`config.mk`:
```
export PLATFORM = sky130hd
export DESIGN_NAME = idp_power_select
export DESIGN_NICKNAME = d
export VERILOG_FILES = /design/src/idp_pkg.sv /design/src/idp_activity_det.sv /design/src/idp_power_select.sv
export SDC_FILE = /design/constraint.sdc
export NUM_CORES = 1
export LEC_CHECK = 0
export ABC_AREA = 1
export ABC_CLOCK_PERIOD_IN_PS = 9860
export BUFFER_PORTS_ARGS = -buffer_cell sky130_fd_sc_hd__buf_2
export CAP_MARGIN = 25
export CELL_PAD_IN_SITES_DETAIL_PLACEMENT = 1
export CELL_PAD_IN_SITES_GLOBAL_PLACEMENT = 1
export CORE_ASPECT_RATIO = 1.75
export CORE_MARGIN = 2
export CORE_UTILIZATION = 48
export CTS_CLUSTER_SIZE = 40
export DETAILED_ROUTE_END_ITERATION = 8
export GPL_TIMING_DRIVEN = 1
export PLACE_DENSITY = 0.86
export SLEW_MARGIN = 15
export SYNTH_ARGS = -nofsm -noshare
export SYNTH_HDL_FRONTEND = slang
export SYNTH_HIERARCHICAL = 1
export SYNTH_SLANG_ARGS = --single-unit
export TNS_END_PERCENT = 1
```
`constraint.sdc`:
```
create_clock -name clk -period 9.86 [get_ports clk]
set_input_delay 1.972 -clock clk [delete_from_list [all_inputs] [get_ports clk]]
set_output_delay 1.972 -clock clk [all_outputs]
set_load 0.005 [all_outputs]
```
`src/idp_pkg.sv`:
```
// shared constants for the interface detect and power select block
// assumes a 200 MHz system clock and a two-wire serial host outside
package idp_pkg;

  // register offsets on the two-wire bus
  localparam logic [7:0] REG_OVERRIDE = 8'h0F;
  localparam logic [7:0] REG_POWER = 8'h14;
  localparam logic [7:0] REG_STATUS = 8'h15;

  // reset values, and the value read back from unmapped offsets
  localparam logic [7:0] OVERRIDE_RESET = 8'h00;
  localparam logic [7:0] POWER_RESET = 8'h02;
  localparam logic [7:0] READ_EMPTY = 8'h00;

  // field positions
  localparam int OVR_ENABLE_BIT = 2;
  localparam int OVR_CHOICE_BIT = 1;
  localparam int PWR_ENABLE_BIT = 1;
  localparam int PWR_FMT422_BIT = 2;
  localparam int ST_HSYNC_BIT = 7;
  localparam int ST_SOG_BIT = 6;
  localparam int ST_VSYNC_BIT = 5;
  localparam int ST_LINKCLK_BIT = 4;
  localparam int ST_DELOCK_BIT = 3;

  // serial bus framing
  localparam logic [3:0] BITS_PER_BYTE = 4'h8;
  localparam logic [6:0] DEV_ADDR_DEFAULT = 7'h4C;

  // timing
  localparam int CLK_MHZ = 200;
  localparam int DETECT_TIME_US = 100000;
  localparam int DETECT_CYCLES = DETECT_TIME_US * CLK_MHZ;
  localparam int DE_LOCK_COUNT = 32;

  // power modes
  typedef enum logic [3:0] {
    MODE_OFF = 4'b0001,
    MODE_SEEK = 4'b0010,
    MODE_ANALOG = 4'b0100,
    MODE_DIGITAL = 4'b1000
  } idp_mode_t;

  // serial slave states
  typedef enum logic [8:0] {
    SS_IDLE = 9'b000000001,
    SS_ADDR = 9'b000000010,
    SS_ACKA = 9'b000000100,
    SS_PTR = 9'b000001000,
    SS_ACKP = 9'b000010000,
    SS_WDATA = 9'b000100000,
    SS_ACKW = 9'b001000000,
    SS_RDATA = 9'b010000000,
    SS_RACK = 9'b100000000
  } idp_ser_t;

endpackage : idp_pkg

```
`src/idp_activity_det.sv`:
```
// activity detector: synchronises one pin and watches it for edges
// assumes the pin is asynchronous to clk and toggles slower than clk/4
`timescale 1ns/1ps
`default_nettype none

module idp_activity_det #(
  parameter int TIMEOUT = idp_pkg::DETECT_CYCLES
) (
  // clock and reset
  input wire logic clk,
  input wire logic rstN,
  // pin
  input wire logic pin,
  // results
  output logic level,
  output logic rise,
  output logic active
);

  localparam int CW = $clog2(TIMEOUT + 1);
  localparam logic [CW-1:0] RELOAD = CW'(TIMEOUT);

  logic s1_r, s2_r, s3_r, filt_r, prev_r, active_r;
  logic [CW-1:0] cnt_r;
  wire agree = (s2_r == s3_r);
  wire anyEdge = (filt_r != prev_r);

  always_ff @(posedge clk or negedge rstN) begin
    if (!rstN) begin
      s1_r <= 1'b0;
      s2_r <= 1'b0;
      s3_r <= 1'b0;
      filt_r <= 1'b0;
      prev_r <= 1'b0;
    end else begin
      s1_r <= pin;
      s2_r <= s1_r;
      s3_r <= s2_r;
      if (agree) filt_r <= s3_r;
      prev_r <= filt_r;
    end
  end

  // a quiet pin drops the flag after at most TIMEOUT cycles
  always_ff @(posedge clk or negedge rstN) begin
    if (!rstN) begin
      cnt_r <= '0;
      active_r <= 1'b0;
    end else if (anyEdge) begin
      cnt_r <= RELOAD;
      active_r <= 1'b1;
    end else if (cnt_r != '0) begin
      cnt_r <= cnt_r - 1'b1;
      active_r <= (cnt_r != CW'(1));
    end else begin
      active_r <= 1'b0;
    end
  end

  assign level = filt_r;
  assign rise = filt_r & ~prev_r;
  assign active = active_r;

endmodule : idp_activity_det

`default_nettype wire

```
`src/idp_power_select.sv`:
```
// interface detect and power select with its two-wire register slave
// assumes scl and sda arrive from an open-drain bus, asynchronous to clk
`timescale 1ns/1ps
`default_nettype none

module idp_power_select #(
  parameter int DETECT_CYCLES = idp_pkg::DETECT_CYCLES,
  parameter logic [6:0] DEV_ADDR = idp_pkg::DEV_ADDR_DEFAULT,
  parameter int DE_LOCK = idp_pkg::DE_LOCK_COUNT
) (
  // clock and reset
  input wire logic clk,
  input wire logic rst_n,
  // two-wire serial bus
  input wire logic sclIn,
  input wire logic sdaIn,
  output logic sdaOut,
  output logic sdaOe,
  // monitored pins
  input wire logic hsyncPin,
  input wire logic vsyncPin,
  input wire logic embeddedGreenSyncPin,
  input wire logic linkClkPin,
  input wire logic dataEnablePin,
  // selection result
  output logic activeAnalog,
  output logic activeDigital,
  output logic digitalLocked,
  // power enables
  output logic pwrSerialBus,
  output logic pwrAnalogDetect,
  output logic pwrLinkClkDetect,
  output logic pwrEmbeddedGreenSync,
  output logic pwrBandGap,
  output logic pwrAnalogCore,
  output logic pwrDigitalCore,
  output logic pwrRedOut,
  output logic pwrGreenOut,
  output logic pwrBlueOut
);

  localparam int DW = $clog2(DE_LOCK + 1);
  localparam logic [DW-1:0] DE_LAST = DW'(DE_LOCK - 1);

  // reset release
  logic rsA_r, rsB_r;
  always_ff @(posedge clk or negedge rst_n) begin
    if (!rst_n) begin
      rsA_r <= 1'b0;
      rsB_r <= 1'b0;
    end else begin
      rsA_r <= 1'b1;
      rsB_r <= rsA_r;
    end
  end
  wire rstN = rsB_r;

  // activity detectors
  logic hsAct, vsAct, sogAct, lclkAct, deRise;
  logic sclLvl, sclRise, sdaLvl, sdaRise;

  idp_activity_det #(.TIMEOUT(DETECT_CYCLES)) uHs (
    .clk(clk), .rstN(rstN), .pin(hsyncPin),
    .level(), .rise(), .active(hsAct));
  idp_activity_det #(.TIMEOUT(DETECT_CYCLES)) uVs (
    .clk(clk), .rstN(rstN), .pin(vsyncPin),
    .level(), .rise(), .active(vsAct));
  idp_activity_det #(.TIMEOUT(DETECT_CYCLES)) uSog (
    .clk(clk), .rstN(rstN), .pin(embeddedGreenSyncPin),
    .level(), .rise(), .active(sogAct));
  // always running, independent of the digital power enable
  idp_activity_det #(.TIMEOUT(DETECT_CYCLES)) uLclk (
    .clk(clk), .rstN(rstN), .pin(linkClkPin),
    .level(), .rise(), .active(lclkAct));
  idp_activity_det #(.TIMEOUT(DETECT_CYCLES)) uDe (
    .clk(clk), .rstN(rstN), .pin(dataEnablePin),
    .level(), .rise(deRise), .active());
  // bus pins reuse the synchroniser; their timeout is irrelevant
  idp_activity_det #(.TIMEOUT(1)) uScl (
    .clk(clk), .rstN(rstN), .pin(sclIn),
    .level(sclLvl), .rise(sclRise), .active());
  idp_activity_det #(.TIMEOUT(1)) uSda (
    .clk(clk), .rstN(rstN), .pin(sdaIn),
    .level(sdaLvl), .rise(sdaRise), .active());

  // control registers
  logic [7:0] ovrReg_r, pwrReg_r;
  wire ovrEnable = ovrReg_r[idp_pkg::OVR_ENABLE_BIT];
  wire ovrChoice = ovrReg_r[idp_pkg::OVR_CHOICE_BIT];
  wire powerEnable = pwrReg_r[idp_pkg::PWR_ENABLE_BIT];
  wire fmt422 = pwrReg_r[idp_pkg::PWR_FMT422_BIT];

  // status and detection
  logic deLock_r;
  logic [DW-1:0] deCnt_r;
  wire [7:0] statusWord = {hsAct, sogAct, vsAct, lclkAct, deLock_r,
                           3'b000};
  wire analogDet = statusWord[idp_pkg::ST_HSYNC_BIT]
                 | statusWord[idp_pkg::ST_SOG_BIT]
                 | statusWord[idp_pkg::ST_VSYNC_BIT];
  wire digitalDet = statusWord[idp_pkg::ST_LINKCLK_BIT];

  // mode resolution, evaluated every cycle
  idp_pkg::idp_mode_t mode_nxt, mode_r;
  always_comb begin
    if (!powerEnable)
      mode_nxt = idp_pkg::MODE_OFF;
    else if (ovrEnable)
      mode_nxt = ovrChoice ? idp_pkg::MODE_DIGITAL
                           : idp_pkg::MODE_ANALOG;
    else if (analogDet && digitalDet)
      mode_nxt = ovrChoice ? idp_pkg::MODE_DIGITAL
                           : idp_pkg::MODE_ANALOG;
    else if (digitalDet)
      mode_nxt = idp_pkg::MODE_DIGITAL;
    else if (analogDet)
      mode_nxt = idp_pkg::MODE_ANALOG;
    else
      mode_nxt = idp_pkg::MODE_SEEK;
  end

  always_ff @(posedge clk or negedge rstN) begin
    if (!rstN) mode_r <= idp_pkg::MODE_SEEK;
    else mode_r <= mode_nxt;
  end

  // data-enable qualification once the link clock is present
  wire digPowered = (mode_r == idp_pkg::MODE_DIGITAL)
                  || (lclkAct && mode_r != idp_pkg::MODE_OFF);
  always_ff @(posedge clk or negedge rstN) begin
    if (!rstN) begin
      deCnt_r <= '0;
      deLock_r <= 1'b0;
    end else if (!digPowered) begin
      deCnt_r <= '0;
      deLock_r <= 1'b0;
    end else if (deRise && !deLock_r) begin
      deCnt_r <= deCnt_r + 1'b1;
      deLock_r <= (deCnt_r == DE_LAST);
    end
  end

  // power enables per mode
  logic [11:0] pwr_nxt, pwr_r;
  always_comb begin
    case (mode_r)
      idp_pkg::MODE_OFF: pwr_nxt = 12'h000;
      idp_pkg::MODE_SEEK: pwr_nxt = 12'h007;
      idp_pkg::MODE_DIGITAL: pwr_nxt = 12'h0FF;
      idp_pkg::MODE_ANALOG:
        pwr_nxt = fmt422 ? 12'h13F : 12'h1BF;
      default: pwr_nxt = 12'h000;
    endcase
    // the link clock detector powers the digital core ahead of selection
    if (mode_r != idp_pkg::MODE_OFF && lclkAct)
      pwr_nxt[6] = 1'b1;
  end
  // bit map: 0 analog detect, 1 link clock detect, 2 green sync,
  // 3 band gap, 4 red, 5 green, 6 digital core, 7 blue, 8 analog core,
  // 9 also drives analog detect but no mode sets it, 10 and 11 spare
  always_ff @(posedge clk or negedge rstN) begin
    if (!rstN) pwr_r <= 12'h000;
    else pwr_r <= pwr_nxt;
  end

  // two-wire slave
  idp_pkg::idp_ser_t ss_r;
  logic [3:0] bitCnt_r;
  logic [7:0] sh_r, tx_r, ptr_r;
  logic reading_r, rackNak_r, sclPrev_r;
  logic sdaPrev_r;
  wire sclFall = sclPrev_r & ~sclLvl;
  wire sdaFallSeen = sdaPrev_r & ~sdaLvl;
  wire startCond = sclLvl && sclPrev_r && !sdaLvl && !sdaRise
                 && sdaFallSeen;
  wire stopCond = sclLvl && sclPrev_r && sdaRise;
  wire byteDone = (bitCnt_r == idp_pkg::BITS_PER_BYTE);
  wire addrHit = (sh_r[7:1] == DEV_ADDR);

  function automatic logic [7:0] readMux(input logic [7:0] a,
      input logic [7:0] o, input logic [7:0] p, input logic [7:0] s);
    if (a == idp_pkg::REG_OVERRIDE) return o;
    else if (a == idp_pkg::REG_POWER) return p;
    else if (a == idp_pkg::REG_STATUS) return s;
    else return idp_pkg::READ_EMPTY;
  endfunction : readMux

  wire [7:0] readNow = readMux(ptr_r, ovrReg_r, pwrReg_r, statusWord);
  wire inRx = (ss_r == idp_pkg::SS_ADDR) || (ss_r == idp_pkg::SS_PTR)
            || (ss_r == idp_pkg::SS_WDATA);
  wire wrStrobe = sclFall && byteDone && (ss_r == idp_pkg::SS_WDATA);

  always_ff @(posedge clk or negedge rstN) begin
    if (!rstN) begin
      sclPrev_r <= 1'b0;
      sdaPrev_r <= 1'b0;
    end else begin
      sclPrev_r <= sclLvl;
      sdaPrev_r <= sdaLvl;
    end
  end

  always_ff @(posedge clk or negedge rstN) begin
    if (!rstN) begin
      ss_r <= idp_pkg::SS_IDLE;
      bitCnt_r <= '0;
      sh_r <= '0;
      tx_r <= '0;
      ptr_r <= '0;
      reading_r <= 1'b0;
      rackNak_r <= 1'b0;
    end else if (startCond) begin
      ss_r <= idp_pkg::SS_ADDR;
      bitCnt_r <= '0;
    end else if (stopCond) begin
      ss_r <= idp_pkg::SS_IDLE;
    end else if (sclRise) begin
      if (inRx) sh_r <= {sh_r[6:0], sdaLvl};
      if (inRx || ss_r == idp_pkg::SS_RDATA) bitCnt_r <= bitCnt_r + 1'b1;
      if (ss_r == idp_pkg::SS_RACK) rackNak_r <= sdaLvl;
    end else if (sclFall) begin
      case (ss_r)
        idp_pkg::SS_ADDR: if (byteDone) begin
          ss_r <= addrHit ? idp_pkg::SS_ACKA : idp_pkg::SS_IDLE;
          reading_r <= sh_r[0];
        end
        idp_pkg::SS_ACKA: begin
          bitCnt_r <= '0;
          tx_r <= readNow;
          ss_r <= reading_r ? idp_pkg::SS_RDATA : idp_pkg::SS_PTR;
        end
        idp_pkg::SS_PTR: if (byteDone) begin
          ptr_r <= sh_r;
          ss_r <= idp_pkg::SS_ACKP;
        end
        idp_pkg::SS_ACKP, idp_pkg::SS_ACKW: begin
          bitCnt_r <= '0;
          ss_r <= idp_pkg::SS_WDATA;
        end
        idp_pkg::SS_WDATA: if (byteDone) begin
          ptr_r <= ptr_r + 8'h01;
          ss_r <= idp_pkg::SS_ACKW;
        end
        idp_pkg::SS_RDATA: begin
          if (byteDone) begin
            ss_r <= idp_pkg::SS_RACK;
            ptr_r <= ptr_r + 8'h01;
          end else begin
            tx_r <= {tx_r[6:0], 1'b0};
          end
        end
        idp_pkg::SS_RACK: begin
          bitCnt_r <= '0;
          tx_r <= readNow;
          ss_r <= rackNak_r ? idp_pkg::SS_IDLE : idp_pkg::SS_RDATA;
        end
        default: ss_r <= idp_pkg::SS_IDLE;
      endcase
    end
  end

  // register writes; the status word has no storage behind it
  always_ff @(posedge clk or negedge rstN) begin
    if (!rstN) begin
      ovrReg_r <= idp_pkg::OVERRIDE_RESET;
      pwrReg_r <= idp_pkg::POWER_RESET;
    end else if (wrStrobe) begin
      if (ptr_r == idp_pkg::REG_OVERRIDE) ovrReg_r <= sh_r;
      if (ptr_r == idp_pkg::REG_POWER) pwrReg_r <= sh_r;
    end
  end

  // open drain: only ever pulls low
  wire ackPhase = (ss_r == idp_pkg::SS_ACKA) || (ss_r == idp_pkg::SS_ACKP)
                || (ss_r == idp_pkg::SS_ACKW);
  assign sdaOut = 1'b0;
  assign sdaOe = ackPhase || (ss_r == idp_pkg::SS_RDATA && !tx_r[7]);

  assign activeAnalog = (mode_r == idp_pkg::MODE_ANALOG);
  assign activeDigital = (mode_r == idp_pkg::MODE_DIGITAL);
  assign digitalLocked = deLock_r;
  assign pwrSerialBus = 1'b1;
  assign pwrAnalogDetect = pwr_r[0] | pwr_r[9];
  assign pwrLinkClkDetect = pwr_r[1];
  assign pwrEmbeddedGreenSync = pwr_r[2];
  assign pwrBandGap = pwr_r[3];
  assign pwrRedOut = pwr_r[4];
  assign pwrGreenOut = pwr_r[5];
  assign pwrDigitalCore = pwr_r[6];
  assign pwrBlueOut = pwr_r[7];
  assign pwrAnalogCore = pwr_r[8];

endmodule : idp_power_select

`default_nettype wire
```
==> results.json <==
{
  "cpMaxStageDelayCell": "dfrtp_1",
  "critPathMostFrequentCell": "nand2_1",
  "worst_setup_path_start_kind": "flop",
  "setup_tns_ns": 0,
  "clk_pin_slew_ns": 0.07,
  "switching_power_mw": 1.01,
  "cts_tree": "yes",
  "startpoint": "ss_r[7]$_DFFE_PN0P_",
  "cts_sinks": 214,
  "fin_cells": 1910,
  "grt_overflow": 0,
  "power_frac_comb_pct": 28.3,
  "dieArea_um2": 26500,
  "antenna_cells_inserted": 0,
  "postPlaceCellArea_um2": 12400,
  "crit_type": "reg2out",
  "hpwlAfterDp_um": 23200,
  "critPathBufInv": 2,
  "first_global_vias": 11623,
  "finalSetupViolCount": 0,
  "drtPass1Iterations": 4,
  "internal-power_mw": 1.68,
  "num_io_pins": 24,
  "wirelength_um": 32500,
  "drv_cap": 0,
  "rows": 76,
  "outcome": "finished, final reports clean",
  "postRouteAntennaNets": 0,
  "dp.cells": 1871,
  "final_cell_mix": "nand2_1 (371), dfrtp_1 (210), inv_1 (199)",
  "syn_to_final_growth_pct": 8.69,
  "synth_area_um2": 12100,
  "slew_violations": 0,
  "slew_headroom_pct": 24.4,
  "path_cells": "nor2_1, nand2_1, inv_2, nand2_1, o221ai_1, buf_2",
  "postSynthCellCount": 1563,
  "p_per_area_nw_per_um2": 204,
  "vias": 10412,
  "required_ns": 7.89,
  "critPathMaxFanout": 6,
  "die_x_um": 124,
  "clockPowerShare_pct": 31.4,
  "cts_resized": 0,
  "fmax_ghz": 0.269,
  "clk_path_buf_depth": 3,
  "r2r_end": "uHs/cnt_r[11]$_DFFE_PN0P_",
  "final_area_um2": 13200,
  "critPathArrivalTime_ns": 1.75,
  "grt_antenna_before_repair": 0,
  "fin_crit_ns": 3.72,
  "hold_violations": 0,
  "ys_warn_count": 6,
  "slowest_delay_ns": 0.43,
  "rsz0062_at_grt": "no",
  "cts_made_buffers": 22,
  "wl_per_cell_um": 17.0,
  "drt_iter0_drc": 383,
  "ir_drop_uv": 183,
  "skew_ns": 0.0211,
  "h-tree-depth": 1,
  "fin_crit_sh_pct": 37.7,
  "io_buffers": 21,
  "avgSynthCellArea_um2": 7.74,
  "grt_pass1_wl_um": 54900,
  "final_common_cell": "nand2_1",
  "root_buffer": "clkbuf_16",
  "end_kind": "output port",
  "hold_path.class": "reg2async",
  "fin_nets": 1617,
  "tightest_slew_ns": 1.13,
  "clock_latency_ns": 0.52,
  "ff2ff_path_depth": 6,
  "vias_per_cell": 5.45,
  "p_leak_nw": 6.28,
  "die_y_um": 214,
  "grtUsageTotal_pct": 25.5,
  "ctsHoldBuffers": 0,
  "core_area_um2": 24700,
  "switching_share_pct": 37.4,
  "initial_core_util_pct": 48.9,
  "drive_above_1_share_pct": 14.6,
  "crit_family": "simple AND/OR/NAND/NOR gates",
  "postCtsSetupRepairBufs": 0,
  "grt_max_degree": 183,
  "pwr-share-seq_pct": 40.3,
  "rrSetupSlack_ns": 7.60,
  "place.gp.congestion": 0.843,
  "drc": 0,
  "rr_startpoint": "uHs/level$_DFFE_PN0N_"
}
-- power by group through the flow --
| stage | combinational (mW) | sequential, mW | clock (mW) |
|---|---|---|---|
| after floorplan | 0.570 | 1.08 | 0 |
| after global placement | 0.708 | 1.09 | 0 |
| after detailed placement | 0.746 | 1.10 | 0 |
| after CTS | 0.768 | 1.08 | 0.863 |
| after global routing | 0.861 | 1.10 | 0.899 |
| final | 0.761 | 1.08 | 0.843 |
-- layout make-up --
| cell class | count | area (um^2) |
|---|---|---|
| fillers | 3102 | 11600 |
| multi-input cells | 1117 | 5770 |
| flip-flops and latches | 214 | 5360 |
| inverters | 206 | 773 |
| clock buffers | 33 | 662 |
| well taps | 312 | 390 |
| repair buffers | 22 | 125 |
| clock inverters | 6 | 66.3 |
-- sequential cells by signal (all words and copies together), names as in the netlist, 6 cells and up --
name,count
deCnt_r,6
ovrReg_r,8
ptr_r,8
pwrReg_r,8
sh_r,8
ss_r,9
tx_r,8
uHs/cnt_r,25
uLclk/cnt_r,25
uSog/cnt_r,25
uVs/cnt_r,25
-- metal layers --
metal | wire (um) | global-route usage (%) | up-vias
met5 | 0 | 0 | -
met4 | 1430 | 11.3 | 0
met3 | 738 | 2.85 | 88
met2 | 18700 | 50.5 | 141
met1 | 11600 | 25.3 | 5178
li1 | - | - | 5005
-- worst max-delay path by stage --
stage / end / slack, ns / cells past startpoint
floorplan: bitCnt_r[0]$_DFFE_PN0P_ / 3.46 / 0
global placement: sdaOe / 6.71 / 6
detailed placement: sdaOe / 6.67 / 6
CTS: sdaOe / 6.12 / 6
global route: sdaOe / 5.98 / 6
finish: sdaOe / 6.14 / 6
-- stage by stage --
step	worst slack (ns)	hold WS (ns)	power (mW)	utilization, %
floorplan	3.46	0.331	1.65	-
detailed placement	6.67	0.280	1.84	50.2
global placement	6.71	0.275	1.80	50.2
finish	6.14	0.277	2.69	53.2
global route	5.98	0.313	2.86	53.2
CTS	6.12	0.290	2.72	53.2
Note: power is estimated with default switching activity, not from simulation.
